File: config.mk
export PLATFORM = sky130hd
export DESIGN_NAME = mac_filter_retry
export DESIGN_NICKNAME = d
export VERILOG_FILES = /design/src/inc/mac_ctl_pkg.sv /design/src/rtl/mac_filter_retry.sv
export SDC_FILE = /design/constraint.sdc
export NUM_CORES = 1
export LEC_CHECK = 0
export BUFFER_PORTS_ARGS = -buffer_cell sky130_fd_sc_hd__clkbuf_2
export CAP_MARGIN = 20
export CORE_AREA = 3 3 119 121
export CTS_BUF_LIST = sky130_fd_sc_hd__clkbuf_4 sky130_fd_sc_hd__clkbuf_8
export DETAILED_ROUTE_END_ITERATION = 7
export DIE_AREA = 0 0 122 124
export PLACE_DENSITY = 0.71
export REMOVE_ABC_BUFFERS = 1
export SLEW_MARGIN = 10
export SYNTH_ARGS = -nofsm -noshare
export SYNTH_HDL_FRONTEND = slang
export SYNTH_SLANG_ARGS = --single-unit
File: constraint.sdc
create_clock -name clk -period 2.5 [get_ports clk]
set_clock_uncertainty 0.15 [all_clocks]
set_input_delay 0.25 -clock clk [delete_from_list [all_inputs] [get_ports clk]]
set_output_delay 0.25 -clock clk [all_outputs]
set_load 0.02 [all_outputs]
File: src/inc/mac_ctl_pkg.sv
// Shared constants and carriers for the MAC filter and retry controller
package mac_ctl_pkg;
  // Register indices
  localparam logic [7:0] OFS_CONTROL = 8'h01;
  localparam logic [7:0] OFS_IRQ_STAT = 8'h02;
  localparam logic [7:0] OFS_IRQ_MASK = 8'h03;
  // Control register reset value and writable bits
  localparam logic [31:0] CTRL_RESET = 32'h0004_0000;
  localparam logic [31:0] CTRL_WMASK = 32'h80BF_ADC0;
  // Control bit positions
  localparam int B_RX_ALL = 31;
  localparam int B_MC_PASS = 19;
  localparam int B_PROMISC = 18;
  localparam int B_INVERSE = 17;
  localparam int B_BAD_OK = 16;
  localparam int B_HASH_ONLY = 15;
  localparam int B_HASH_PERF = 13;
  localparam int B_BC_REJECT = 11;
  localparam int B_RETRY_DIS = 10;
  localparam int B_PAD_STRIP = 8;
  // Interrupt status bits
  localparam int IRQ_W = 4;
  localparam int I_RX_OK = 0;
  localparam int I_RX_DROP = 1;
  localparam int I_TX_ERR = 2;
  localparam int I_WAKE = 3;
  // Frame figures
  localparam logic [15:0] MIN_DATA = 16'h002E;
  localparam logic [15:0] HDR_LEN = 16'h000E;
  localparam logic [47:0] BROADCAST_REJECT_ADDR = 48'hFFFF_FFFF_FFFF;
  localparam logic [4:0] MAX_TRIES = 5'h10;
  localparam logic [4:0] ONE_TRY = 5'h01;
  localparam logic [31:0] ZERO_WORD = 32'h0000_0000;

  typedef struct packed {
    logic [47:0] dest;
    logic [15:0] len_field;
    logic [15:0] frame_len;
    logic [5:0] hash_idx;
    logic runt;
    logic collided;
    logic wake_frame;
  } rx_desc_t;

  typedef struct packed {
    logic deliver;
    logic addr_pass;
    logic strip;
    logic [15:0] keep_len;
  } rx_verdict_t;

  typedef struct packed {
    logic retry_error;
    logic [4:0] attempts;
  } tx_status_t;

  typedef enum logic [0:0] {
    TX_IDLE = 1'b0,
    TX_BUSY = 1'b1
  } tx_state_t;
endpackage

File: src/rtl/mac_filter_retry.sv
// Receive address filter, pad strip and transmit retry controller
//
// The implementer's own choices: the address map and the plain strobed port.
`timescale 1ns/1ps

// Overview of operation
// - Bad-frame accept delivers runt and collided frames
// - Hash-only filters individual and multicast by hash
// - Hash/perfect and hash-only clear: exact station address match
// - Hash/perfect set: multicast checked in hash
// - Hash/perfect plus hash-only: individual by hash
// - Hash/perfect without hash-only: individual exact
// - Broadcast reject drops broadcast, else forwarded
// - Broadcast wake frame wakes despite reject
// - Retry disable allows one attempt only
// - Retry disabled collision: abandon, report error
// - Retry enabled: up to sixteen attempts
// - Pad strip removes pad below 46 bytes
// - Stripped frames also lose their FCS
// - Length 46 or more passes unchanged
// - Pad strip off passes frames unchanged
// - Promiscuous accepts all good frames, set after reset
// - Inverse filter only in perfect mode
module mac_filter_retry (
  input wire logic clk,
  input wire logic sys_rst,
  input wire logic ce,
  input wire logic [7:0] reg_addr,
  input wire logic [31:0] reg_wdata,
  input wire logic reg_wr,
  input wire logic reg_rd,
  output logic [31:0] reg_rdata,
  input wire logic [47:0] station_addr,
  input wire logic [63:0] hash_table,
  input wire logic wake_frame_enable,
  input wire logic rx_desc_valid,
  input wire mac_ctl_pkg::rx_desc_t rx_desc,
  output logic rx_verdict_valid,
  output mac_ctl_pkg::rx_verdict_t rx_verdict,
  output logic wake_event,
  input wire logic tx_start,
  input wire logic tx_collision,
  input wire logic tx_success,
  output logic tx_retry,
  output logic tx_status_valid,
  output mac_ctl_pkg::tx_status_t tx_status,
  output logic irq
);

  logic [31:0] ctrl_ff;
  logic [mac_ctl_pkg::IRQ_W-1:0] stat_ff;
  logic [mac_ctl_pkg::IRQ_W-1:0] mask_ff;
  logic [31:0] rdata_ff;
  logic irq_ff;
  logic vval_ff;
  mac_ctl_pkg::rx_verdict_t verd_ff;
  logic wake_ff;
  mac_ctl_pkg::tx_state_t tx_st_ff;
  logic [4:0] tries_ff;
  logic retry_ff;
  logic tval_ff;
  mac_ctl_pkg::tx_status_t tstat_ff;

  // Register decode
  wire sel_ctrl = reg_addr == mac_ctl_pkg::OFS_CONTROL;
  wire sel_stat = reg_addr == mac_ctl_pkg::OFS_IRQ_STAT;
  wire sel_mask = reg_addr == mac_ctl_pkg::OFS_IRQ_MASK;
  wire wr_ctrl = reg_wr && sel_ctrl;
  wire wr_mask = reg_wr && sel_mask;
  wire rd_stat = reg_rd && sel_stat;

  // Control fields
  wire rx_all = ctrl_ff[mac_ctl_pkg::B_RX_ALL];
  wire mc_pass = ctrl_ff[mac_ctl_pkg::B_MC_PASS];
  wire promisc = ctrl_ff[mac_ctl_pkg::B_PROMISC];
  wire inverse = ctrl_ff[mac_ctl_pkg::B_INVERSE];
  wire bad_ok = ctrl_ff[mac_ctl_pkg::B_BAD_OK];
  wire hash_only = ctrl_ff[mac_ctl_pkg::B_HASH_ONLY];
  wire hash_perf = ctrl_ff[mac_ctl_pkg::B_HASH_PERF];
  wire bc_reject = ctrl_ff[mac_ctl_pkg::B_BC_REJECT];
  wire retry_dis = ctrl_ff[mac_ctl_pkg::B_RETRY_DIS];
  wire pad_strip = ctrl_ff[mac_ctl_pkg::B_PAD_STRIP];

  // Reserved bits never store a value
  wire [31:0] nxt_ctrl = reg_wdata & mac_ctl_pkg::CTRL_WMASK;

  // Read data mux, unmapped addresses read zero
  wire [31:0] rd_mux =
    sel_ctrl ? ctrl_ff :
    sel_stat ? {{(32 - mac_ctl_pkg::IRQ_W){1'b0}}, stat_ff} :
    sel_mask ? {{(32 - mac_ctl_pkg::IRQ_W){1'b0}}, mask_ff} :
    mac_ctl_pkg::ZERO_WORD;

  // Address class of the incoming frame
  wire is_broadcast_reject = rx_desc.dest == mac_ctl_pkg::BROADCAST_REJECT_ADDR;
  wire is_mcast = rx_desc.dest[0] && !is_broadcast_reject;
  wire exact_hit = rx_desc.dest == station_addr;
  wire hash_hit = hash_table[rx_desc.hash_idx];
  wire is_bad = rx_desc.runt || rx_desc.collided;

  // Filter mode selection
  wire mc_by_hash = hash_perf || hash_only;
  wire ia_by_hash = hash_only;
  wire perfect_mode = !hash_perf && !hash_only;
  wire invert = inverse && perfect_mode;

  // Individual and multicast checks
  wire ia_raw = ia_by_hash ? hash_hit : exact_hit;
  wire mc_raw = mc_by_hash ? hash_hit : exact_hit;
  wire ia_ok = ia_raw ^ invert;
  wire mc_ok = mc_pass || (mc_raw ^ invert);
  wire bc_ok = !bc_reject;

  // Address verdict, promiscuous accepts everything
  wire addr_ok = promisc ? 1'b1 :
    is_broadcast_reject ? bc_ok :
    is_mcast ? mc_ok : ia_ok;

  // Bad frames pass only when allowed
  wire bad_ok_now = !is_bad || bad_ok;
  wire deliver = (addr_ok || rx_all) && bad_ok_now;

  // Pad and FCS strip below the minimum data length
  wire short_len = rx_desc.len_field < mac_ctl_pkg::MIN_DATA;
  wire do_strip = pad_strip && short_len;
  wire [15:0] strip_len = rx_desc.len_field + mac_ctl_pkg::HDR_LEN;
  wire [15:0] keep_len = do_strip ? strip_len : rx_desc.frame_len;

  // Broadcast wake frames wake regardless of reject
  wire wake_hit = wake_frame_enable && rx_desc.wake_frame && is_broadcast_reject;

  // Transmit attempt decisions
  wire tx_busy = tx_st_ff == mac_ctl_pkg::TX_BUSY;
  wire last_try = retry_dis || tries_ff == mac_ctl_pkg::MAX_TRIES;
  wire coll_now = tx_busy && tx_collision;
  wire give_up = coll_now && last_try;
  wire try_again = coll_now && !last_try;
  wire tx_done = tx_busy && tx_success && !tx_collision;
  wire [4:0] nxt_tries = tries_ff + mac_ctl_pkg::ONE_TRY;

  // Interrupt events
  wire rx_evt = ce && rx_desc_valid;
  wire [mac_ctl_pkg::IRQ_W-1:0] events = {
    rx_evt && wake_hit,
    give_up,
    rx_evt && !deliver,
    rx_evt && deliver
  };
  wire [mac_ctl_pkg::IRQ_W-1:0] clr = rd_stat ? stat_ff : '0;
  wire [mac_ctl_pkg::IRQ_W-1:0] nxt_stat = (stat_ff & ~clr) | events;
  wire nxt_irq = |(nxt_stat & mask_ff);

  // Register file and read port
  always_ff @(posedge clk) begin
    if (sys_rst) begin
      ctrl_ff <= mac_ctl_pkg::CTRL_RESET;
      mask_ff <= '0;
      stat_ff <= '0;
      rdata_ff <= mac_ctl_pkg::ZERO_WORD;
      irq_ff <= 1'b0;
    end else if (ce) begin
      if (wr_ctrl) begin
        ctrl_ff <= nxt_ctrl;
      end
      if (wr_mask) begin
        mask_ff <= reg_wdata[mac_ctl_pkg::IRQ_W-1:0];
      end
      stat_ff <= nxt_stat;
      rdata_ff <= reg_rd ? rd_mux : mac_ctl_pkg::ZERO_WORD;
      irq_ff <= nxt_irq;
    end
  end

  // Receive verdict, one cycle after the descriptor
  always_ff @(posedge clk) begin
    if (sys_rst) begin
      vval_ff <= 1'b0;
      verd_ff <= '0;
      wake_ff <= 1'b0;
    end else if (ce) begin
      vval_ff <= rx_desc_valid;
      wake_ff <= rx_desc_valid && wake_hit;
      if (rx_desc_valid) begin
        verd_ff <= '{deliver: deliver, addr_pass: addr_ok,
                     strip: do_strip, keep_len: keep_len};
      end
    end
  end

  // Transmit retry state machine
  always_ff @(posedge clk) begin
    if (sys_rst) begin
      tx_st_ff <= mac_ctl_pkg::TX_IDLE;
      tries_ff <= '0;
      retry_ff <= 1'b0;
      tval_ff <= 1'b0;
      tstat_ff <= '0;
    end else if (ce) begin
      retry_ff <= 1'b0;
      tval_ff <= 1'b0;
      unique case (tx_st_ff)
        mac_ctl_pkg::TX_IDLE: begin
          if (tx_start) begin
            tx_st_ff <= mac_ctl_pkg::TX_BUSY;
            tries_ff <= mac_ctl_pkg::ONE_TRY;
          end
        end
        mac_ctl_pkg::TX_BUSY: begin
          if (give_up) begin
            tx_st_ff <= mac_ctl_pkg::TX_IDLE;
            tval_ff <= 1'b1;
            tstat_ff <= '{retry_error: 1'b1, attempts: tries_ff};
          end else if (try_again) begin
            tries_ff <= nxt_tries;
            retry_ff <= 1'b1;
          end else if (tx_done) begin
            tx_st_ff <= mac_ctl_pkg::TX_IDLE;
            tval_ff <= 1'b1;
            tstat_ff <= '{retry_error: 1'b0, attempts: tries_ff};
          end
        end
      endcase
    end
  end

  // Output drive
  assign reg_rdata = rdata_ff;
  assign irq = irq_ff;
  assign rx_verdict_valid = vval_ff;
  assign rx_verdict = verd_ff;
  assign wake_event = wake_ff;
  assign tx_retry = retry_ff;
  assign tx_status_valid = tval_ff;
  assign tx_status = tstat_ff;
endmodule

Word level (Yosys, flattened, before mapping):

Cells that the tools add are included.
Widths: inputs -> output; s select.

* register bits after elaboration: 91
* input port bits: 251
* output and inout port bits: 62
* logic and storage cells: 111

* add/subtract/negate cells: 2
* magnitude comparators: 2
* equality and inequality tests: 10
* muxes and demuxes: 32
* bitwise logic cells: 7
* reductions and logical operators: 41

Operator list (number)
* $mux 32: 2
* $eq 48x48->1: 1
* $eq 48x48->1 const B: 1
* $logic_and 1x1->1: 20
* $mux 6: 3
* $mux 1: 17
* $add 16x4->16 const B: 1
* $eq 8x2->1 const B: 2
* $lt 16x6->1 const B: 1
* $mux 16: 1
* $mux 5: 3
* $mux 4: 3
* $pmux 5 s2: 1
* $and 4x4->4: 2
* $eq 8x1->1 const B: 1
* $logic_not 1->1: 8
* $reduce_and 4->1: 2
* $lt 6x7->1 const B: 1
* $bmux 1 s6: 1
* $logic_or 1x1->1: 6
* $ne 2x2->1 const B: 3
* $reduce_and 2->1: 3
* $add 5x1->5 const B: 1
* $eq 5x5->1 const B: 1
* 8 further kinds: 9

Longest topological paths before layout:

Gate-level depths: netlist (run 1).

* depth in word-level cells: 15
* depth in mapped cells: 11
* mapped depth without buffers: 9

Least setup slack after synthesis (run 1):

No wires, ideal clock.

* path kind: input to register
* from: input port rx_desc[5] (netlist bit)
* to: register irq_ff, in the netlist irq
* setup time: 0.074 ns
* data arrival time: 2.258 ns
* required time: 2.276 ns
* slack: 0.018 ns
* stages on the path: 10
* path buffers: 1
* cells stage by stage: clkbuf_1 -> mux4_2 -> mux4_2 -> nand2b_1 -> o211ai_2 -> o211ai_1 -> o22ai_2 -> a21oi_2 -> mux2_4 -> o211ai_2

* longest elaborated chain between the ends: 15
* elaborated cells between the ends (all ways): 18
* those cells by class: mux (7); bitwise (4); reduce/logical (7)

RTL lines
* from (decl): RTL line mac_filter_retry.sv:37 `input wire mac_ctl_pkg::rx_desc_t rx_desc,`
* $bmux 1 s6 (*): RTL line mac_filter_retry.sv:98 `wire hash_hit = hash_table[rx_desc.hash_idx];`
* $mux 1 (implied by the code) (*): RTL line mac_filter_retry.sv:98
* $mux 1: RTL line mac_filter_retry.sv:109 `wire mc_raw = mc_by_hash ? hash_hit : exact_hit;`
* $xor 1x1->1: RTL line mac_filter_retry.sv:111 `wire mc_ok = mc_pass || (mc_raw ^ invert);`
* $logic_or 1x1->1: RTL line mac_filter_retry.sv:111
* $mux 1 (*): RTL line mac_filter_retry.sv:117 `is_mcast ? mc_ok : ia_ok;`
* $mux 1 (*): RTL line mac_filter_retry.sv:116 `is_broadcast_reject ? bc_ok :`
* $mux 1 (*): RTL line mac_filter_retry.sv:115 `wire addr_ok = promisc ? 1'b1 :`
* $logic_or 1x1->1 (*): RTL line mac_filter_retry.sv:121 `wire deliver = (addr_ok || rx_all) && bad_ok_now;`
* $logic_and 1x1->1 (*): RTL line mac_filter_retry.sv:121
* $logic_not 1->1: RTL line mac_filter_retry.sv:146 `rx_evt && !deliver,`
* $logic_and 1x1->1: RTL line mac_filter_retry.sv:146
* $or 4x4->4 (*): RTL line mac_filter_retry.sv:150 `wire [mac_ctl_pkg::IRQ_W-1:0] nxt_stat = (stat_ff & ~clr) | events;`
* $and 4x4->4 (*): RTL line mac_filter_retry.sv:151 `wire nxt_irq = |(nxt_stat & mask_ff);`
* $reduce_or 4->1 (*): RTL line mac_filter_retry.sv:151
* to (signal assigned): RTL line mac_filter_retry.sv:170 `irq_ff <= nxt_irq;`
* to (decl): RTL line mac_filter_retry.sv:54 `logic irq_ff;`

Every way passes the cells marked *; elsewhere a longest branch is shown, timed or not. The select of a mux whose other input is x is not followed.
A chain may end at the register's enable or synchronous reset.

Final worst setup path (run 1):

* from: input port rx_desc[4] (netlist bit)
* to: register irq_ff, in the netlist irq

The elaborated chain is that of the path after synthesis.

==> impl_metrics.csv, run 1 <==
group,metric,value,unit
synthesis,synth-edff-count,0,
placement,post_dp_cell_area,0.00631,mm2
drt,wl,16000,um
synthesis,yosysSeqAreaShare,0.343,
synthesis,yosys-top-cells-count,"dfxtp_1, nor2_1, xnor2_1, mux2i_1, nand2_1",
clock_tree,post_cts_buffers,0,
worst_setup_path,cpPeakStageDelay,0.52,ns
synthesis,synth_area_per_cell,8.66,um2
worst_setup_path,crit_arrival,2.48,ns
clock_tree,clockRootBuffer,"clkbuf_8",
global_routing,grtUsageMet1,0.253,
placement,gp_congestion,0.885,
clock_tree,cts_sinks,78,
clock_tree,clk_latency,0.34,ns
pwr,cellLeakagePower,0.00307,uW
sta,timing.slew.headroom,0.474,
placement,dp_slack,-0.248,ns
floorplanning,start_util,0.345,
synthesis,ys_ff_latch,78,
sta,worst_hold_slack,0.0256,ns
clock_tree,cts_hold_buf,26,
synthesis,yosys.cell_count.top_type,"dfxtp_1",
global_routing,grt.total_usage,0.205,
worst_setup_path,cp-end-kind,"flip-flop",
finish,nets,1107,
floorplanning,rows,42,
sta,min_period,2.35,ns
synthesis,async_reset_ff_frac,0,
global_routing,grt_pass1_vias,4943,
global_routing,met2_usage,0.365,
flow_run,maxCapViolations,0,
worst_setup_path,path_cells,"clkbuf_2 -> mux4_2 -> mux4_2 -> nand2b_1 -> o211ai_2 -> o211ai_1 -> o22ai_2 -> a21oi_2 -> mux2_4 -> o211ai_2",
drt,ant_nets,0,
pwr,ir_drop,0.189,mV
drt,drc,0,
sta,grt_setup_unrepaired,"no",
floorplanning,dieArea,0.0151,mm2
global_routing,overflow,0,
worst_setup_path,crit_buf_inv,1,
global_routing,use_met3,0.0445,
worst_setup_path,worstPathMaxFanout,6,
floorplanning,die_w,122,um
placement,dp_hpwl,13500,um
finish,final_area,0.00677,mm2
status,status,"completed",
sta,finalSetupViolCount,0,
synthesis,syn_inst,526,
pwr,p_total,2840,uW
clock_tree,h-tree-depth,3,
clock_tree,clk_path_buf_depth,2,
sta,drv_slew,0,
floorplanning,die_h,124,um
pwr,power.density,420,mW/mm2
synthesis,yosys.cell_types.count,58,
worst_setup_path,worst-setup-path-type,"in2reg",
synthesis,synthTopCellsByArea,"dfxtp_1, xnor2_1, mux2i_1",
sta,tightestPinTransition,0.789,ns
worst_setup_path,critPathLaunchType,"input port",
sta,timing.final.crit_share,0.941,
synthesis,synth_top_area_frac,0.343,
floorplanning,core,0.0132,mm2
global_routing,grt_max_degree,43,
clock_tree,ctsResizeCount,0,
worst_setup_path,cp_slowest_cell,"mux4_2",
synthesis,yosys_warnings,0,
sta,layout_setup_ws,0.147,ns
drt,drt_iter0_drc,267,
global_routing,grt-busiest-layer,"met2",
sta,timing.fmax,425,MHz
drt,drtPass1Iterations,4,
drt,routed_via_density,4.85,
finish,fillers,1280,
drt,vias,5011,
synthesis,ys.flop_type,"dfxtp_1",
finish,fin_util,0.513,
worst_setup_path,required,2.63,ns
finish,area_growth,48.5,%
sta,hold_violations,0,
finish,antenna_cells,0,
clock_tree,cts_tree,"built",
clock_tree,path_clk_slew,0.08,ns
finish,layout-drive-gt1-share,0.420,
floorplanning,pin_count,313,
clock_tree,cts_buffers,9,
worst_setup_path,path_delay_family,"multiplexers",
global_routing,grt_pass1_wl,24400,um
drt,post_drt_wl_per_cell,15.5,um
synthesis,yosysTopAreaCell,"dfxtp_1",
min_path,hold_path.class,"in2reg",
synthesis,synth_area,0.00456,mm2
global_routing,antenna_found_initial,0,
placement,io_buffers,286,
==> cells by family after synthesis <==
group / after synthesis / share of synthesized area
simple gates: 194 / 0.205
compound gates: 90 / 0.132
flops: 78 / 0.343
buf+inv: 54 / 0.0585
xor+xnor: 53 / 0.102
mux: 53 / 0.151
fa+ha+maj: 3 / 0.00824
other cells: 1 / 0.000823
==> final timing paths <==
check | cells past startpoint | startpoint | to | slack, ns
max | 10 | rx_desc[4] | irq | 0.15
min | 3 | reg_wdata[11] | ctrl_ff[11] | 0.03
max reg2reg | 9 | tries_ff[1] | irq | 0.29
min reg2reg | 2 | rx_verdict[10] | rx_verdict[10] | 0.30
==> tightest hold or removal path, delay by kind of cell <==
kind / cells / cell delay (ns)
buf+inv: 1 / 0.08
mux: 1 / 0.06
simple gates: 1 / 0.08
==> placed cells by master (no fill, tap or decap), types with 4 or more instances in the layout <==
cell type      instances
mux4_2                12
a22oi_1               15
a21oi_1               33
nor3_1                 9
nand2b_1               5
clkbuf_8               9
nor2b_1                4
mux2i_1               38
nor4_1                 7
nand4_1               29
nand3_1               18
buf_4                 34
dfxtp_1               78
o211ai_1               6
xnor2_1               49
nor2_1                72
o21ai_0                9
xor2_1                 4
nand2_1               34
conb_1                13
dlygate4sd3_1         26
a211oi_1               6
inv_1                 10
clkbuf_2             286
==> power by group <==
group	switching, uW	internal [uW]	leakage, uW
Sequential	14.1	1260	0.000632
Clock	462	471	0.0000999
Combinational	298	333	0.00234
Total	773	2070	0.00307
==> registers in the layout, indices dropped and copies added (netlist names) <==
name / cells
reg_rdata: 19
rx_verdict: 19
ctrl_ff: 15
tx_status: 6
tries_ff: 5
mask_ff: 4
stat_ff: 4
irq: 1
rx_verdict_valid: 1
tx_busy: 1
tx_retry: 1
tx_status_valid: 1
wake_event: 1
==> per-layer routing <==
| metal | vias up | share of wire |
|---|---|---|
| met1 | 2292 | 0.42 |
| li1 | 2521 | - |
| met4 | 0 | 0.0071 |
| met5 | - | 0 |
| met2 | 188 | 0.50 |
| met3 | 10 | 0.074 |
==> final cells by class <==
type                            count  area [um2]  share of cell area
Multi-Input combinational cell    406        2780               0.411
Timing Repair Buffer              347        1970               0.291
Sequential cell                    78        1560               0.231
Tap cell                          176         220              0.0326
Clock buffer                       10         131              0.0194
Clock inverter                      6        61.3             0.00906
Inverter                           11        41.3             0.00610
==> per-stage QoR <==
step	instances	setup TNS (ns)
4_1_cts	1034	0
6_report	1034	0
2_1_floorplan	495	-14.05
3_5_place_dp	992	-0.727
5_1_grt	1034	0
3_3_place_gp	992	-0.591
Note: power is estimated with default switching activity, not from simulation.
==> inputs of run 2 (changes only) <==
Settings changed: CELL_PAD_IN_SITES_DETAIL_PLACEMENT from default to 1, CELL_PAD_IN_SITES_GLOBAL_PLACEMENT from default to 2, CORE_AREA 3 3 119 121 to default, CORE_MARGIN from default to 3, CORE_UTILIZATION from default to 20, DIE_AREA 0 0 122 124 to default, PLACE_DENSITY 0.71 to 0.78.
==> run 2 against run 1 <==
Compared with the run above: count of clock-buffer cells in the layout unchanged; total power up 6.0%; worst hold slack better by 0.012 ns; cell count up 10%; critical endpoint unchanged.
==> impl_metrics.csv, run 2 (same netlist as run 1, synthesis figures left out) <==
group,metric,value,unit
floorplanning,rows,54,
pwr,p_sw_frac,0.274,
worst_setup_path,r2r_start,"tries_ff[1]",
clock_tree,cts_sinks,78,
sta,worst_hold_slack,0.0379,ns
worst_setup_path,crit_arrival,2.52,ns
worst_setup_path,worstReg2RegEnd,"irq",
floorplanning,start_util,0.206,
worst_setup_path,r2r_slack,0.27,ns
worst_setup_path,critPathLaunchType,"input port",
sta,min_period,2.37,ns
finish,layout-drive-gt1-share,0.417,
worst_setup_path,cp-end-kind,"flip-flop",
finish,final_area,0.00696,mm2
floorplanning,pin_count,313,
clock_tree,h-tree-depth,3,
drt,vias,5106,
floorplanning,core,0.0221,mm2
placement,dp_slack,-0.316,ns
pwr,switching_power,825,uW
pwr,ir_drop,0.192,mV
min_path,worstHoldStart,"rx_desc[10]",
placement,post_dp_cell_area,0.00642,mm2
min_path,hold_path.class,"in2reg",
clock_tree,clk_path_buf_depth,2,
global_routing,antenna_found_initial,0,
global_routing,grt.total_usage,0.147,
placement,dp_hpwl,15700,um
pwr,internal_power,2180,uW
drt,routed_via_density,4.49,
clock_tree,clk_latency,0.36,ns
min_path,holdPathEnd,"rx_verdict[1]",
sta,drv_slew,0,
global_routing,grt_pass1_wl,28500,um
placement,io_buffers,286,
sta,timing.slew.headroom,0.443,
min_path,hold_depth,3,
pwr,p_comb_frac,0.214,
drt,drc,0,
finish,nets,1107,
placement,gp_congestion,0.844,
pwr,power.density,433,mW/mm2
finish,area_growth,52.7,%
worst_setup_path,required,2.65,ns
clock_tree,clockRootBuffer,"clkbuf_8",
worst_setup_path,cpPeakStageDelay,0.52,ns
finish,layout_commonest_cell,"clkbuf_2",
sta,layout_setup_ws,0.132,ns
finish,multi_input_area,0.00279,mm2
worst_setup_path,path_cells,"clkbuf_4 -> mux4_2 -> mux4_2 -> nand2b_1 -> o211ai_2 -> o211ai_1 -> o22ai_2 -> a21oi_2 -> mux2_4 -> o211ai_2",
pwr,clkPwrFrac,0.362,
worst_setup_path,r2r_cells,9,
worst_setup_path,path_delay_family,"multiplexers",
sta,grt_setup_unrepaired,"no",
sta,timing.fmax,422,MHz
floorplanning,dieArea,0.0246,mm2
drt,wl,18600,um
sta,hold_violations,0,
flow_run,maxCapViolations,0,
drt,post_drt_wl_per_cell,16.3,um
worst_setup_path,crit_buf_inv,1,
status,status,"completed",
pwr,cellLeakagePower,0.00308,uW
finish,antenna_cells,0,
finish,fillers,2686,
clock_tree,path_clk_slew,0.09,ns
worst_setup_path,worstPathMaxFanout,6,
drt,ant_nets,0,
drt,drt_iter0_drc,177,
pwr,p_seq_frac,0.424,
worst_setup_path,worst-setup-path-type,"in2reg",
sta,tightestPinTransition,0.835,ns
finish,seq_area,0.00156,mm2
finish,final_cell_mix,"clkbuf_2, dfxtp_1, nor2_1",
floorplanning,die_w,157,um
worst_setup_path,crit_start,"rx_desc[4]",
global_routing,grt_pass1_vias,5513,
sta,finalSetupViolCount,0,
worst_setup_path,cp_slowest_cell,"mux4_2",
clock_tree,cts_tree,"built",
sta,timing.final.crit_share,0.947,
drt,drtPass1Iterations,4,
floorplanning,die_h,157,um
clock_tree,cts_buffers,9,
global_routing,grt_max_degree,39,
global_routing,overflow,0,
[run 2: cell count changes in the layout (fill, tap and decap cells not counted)]
cell and delta:
inv_6 -1, dlygate4sd3_1 +3, clkbuf_8 +1, clkinvlp_4 +1
a31oi_2 +1, bufinv_16 +1, a31oi_1 -1, clkinv_2 -1
buf_6 +1, buf_2 +1, buf_12 +1, clkbuf_2 -2
buf_4 -5
[run 2: what timing repair did]
item / CTS / global route
endpoints found under the hold margin: 29 / 0
setup endpoints to repair: 0 / 4
setup buffers: 0 / 1
resized for setup: 0 / 4
hold buffers: 29 / 0
[run 2: worst max path at each step]
stage / to / slack (ns) / cells after the start
2_1_floorplan: ctrl_ff[10] / -0.91 / 6
3_3_place_gp: irq / -0.30 / 10
3_5_place_dp: irq / -0.32 / 10
4_1_cts: irq / 0.09 / 10
5_1_grt: irq / 0.01 / 10
6_report: irq / 0.13 / 10
[run 2: routing by layer]
metal | vias to the layer above | part of all wire | global-route usage
met5 | - | 0 | 0
met4 | 0 | 0.0089 | 0.0371
met3 | 12 | 0.061 | 0.0349
met2 | 181 | 0.51 | 0.265
met1 | 2389 | 0.42 | 0.176
li1 | 2524 | - | -
[run 2: layout make-up]
class,instances,share of cell area
multi-input combinational,406,0.401
clock buffer,10,0.0198
timing repair buffer,347,0.286
inverter,11,0.00593
sequential,78,0.224
tap,280,0.0504
clock inverter,6,0.0122
[run 2: power groups by stage]
stage / registers (uW) / logic [uW] / clock network (uW)
4_1_cts: 1280 / 651 / 1160
5_1_grt: 1280 / 707 / 1200
3_5_place_dp: 1310 / 611 / 0
6_report: 1280 / 644 / 1090
3_3_place_gp: 1310 / 603 / 0
2_1_floorplan: 1330 / 229 / 0
[run 2: worst register-to-register path, delay by kind of cell (launching register included)]
family                   cells  cell delay, ns
AO/OA/AOI/OAI                5            0.99
adder cells (fa/ha/maj)      1            0.21
buffers and inverters        1            0.07
flip-flops                   1            0.44
multiplexers                 1            0.16
AND/OR/NAND/NOR              1            0.11
[run 2: through the flow]
stage	utilization	total power, uW	TNS [ns]	std cells
detailed placement	0.291	1920	-1.10	1092
finish	0.315	3010	0	1138
floorplan	-	1560	-14.05	495
global route	0.315	3180	0	1138
global placement	0.291	1910	-1.01	1092
CTS	0.314	3090	0	1137
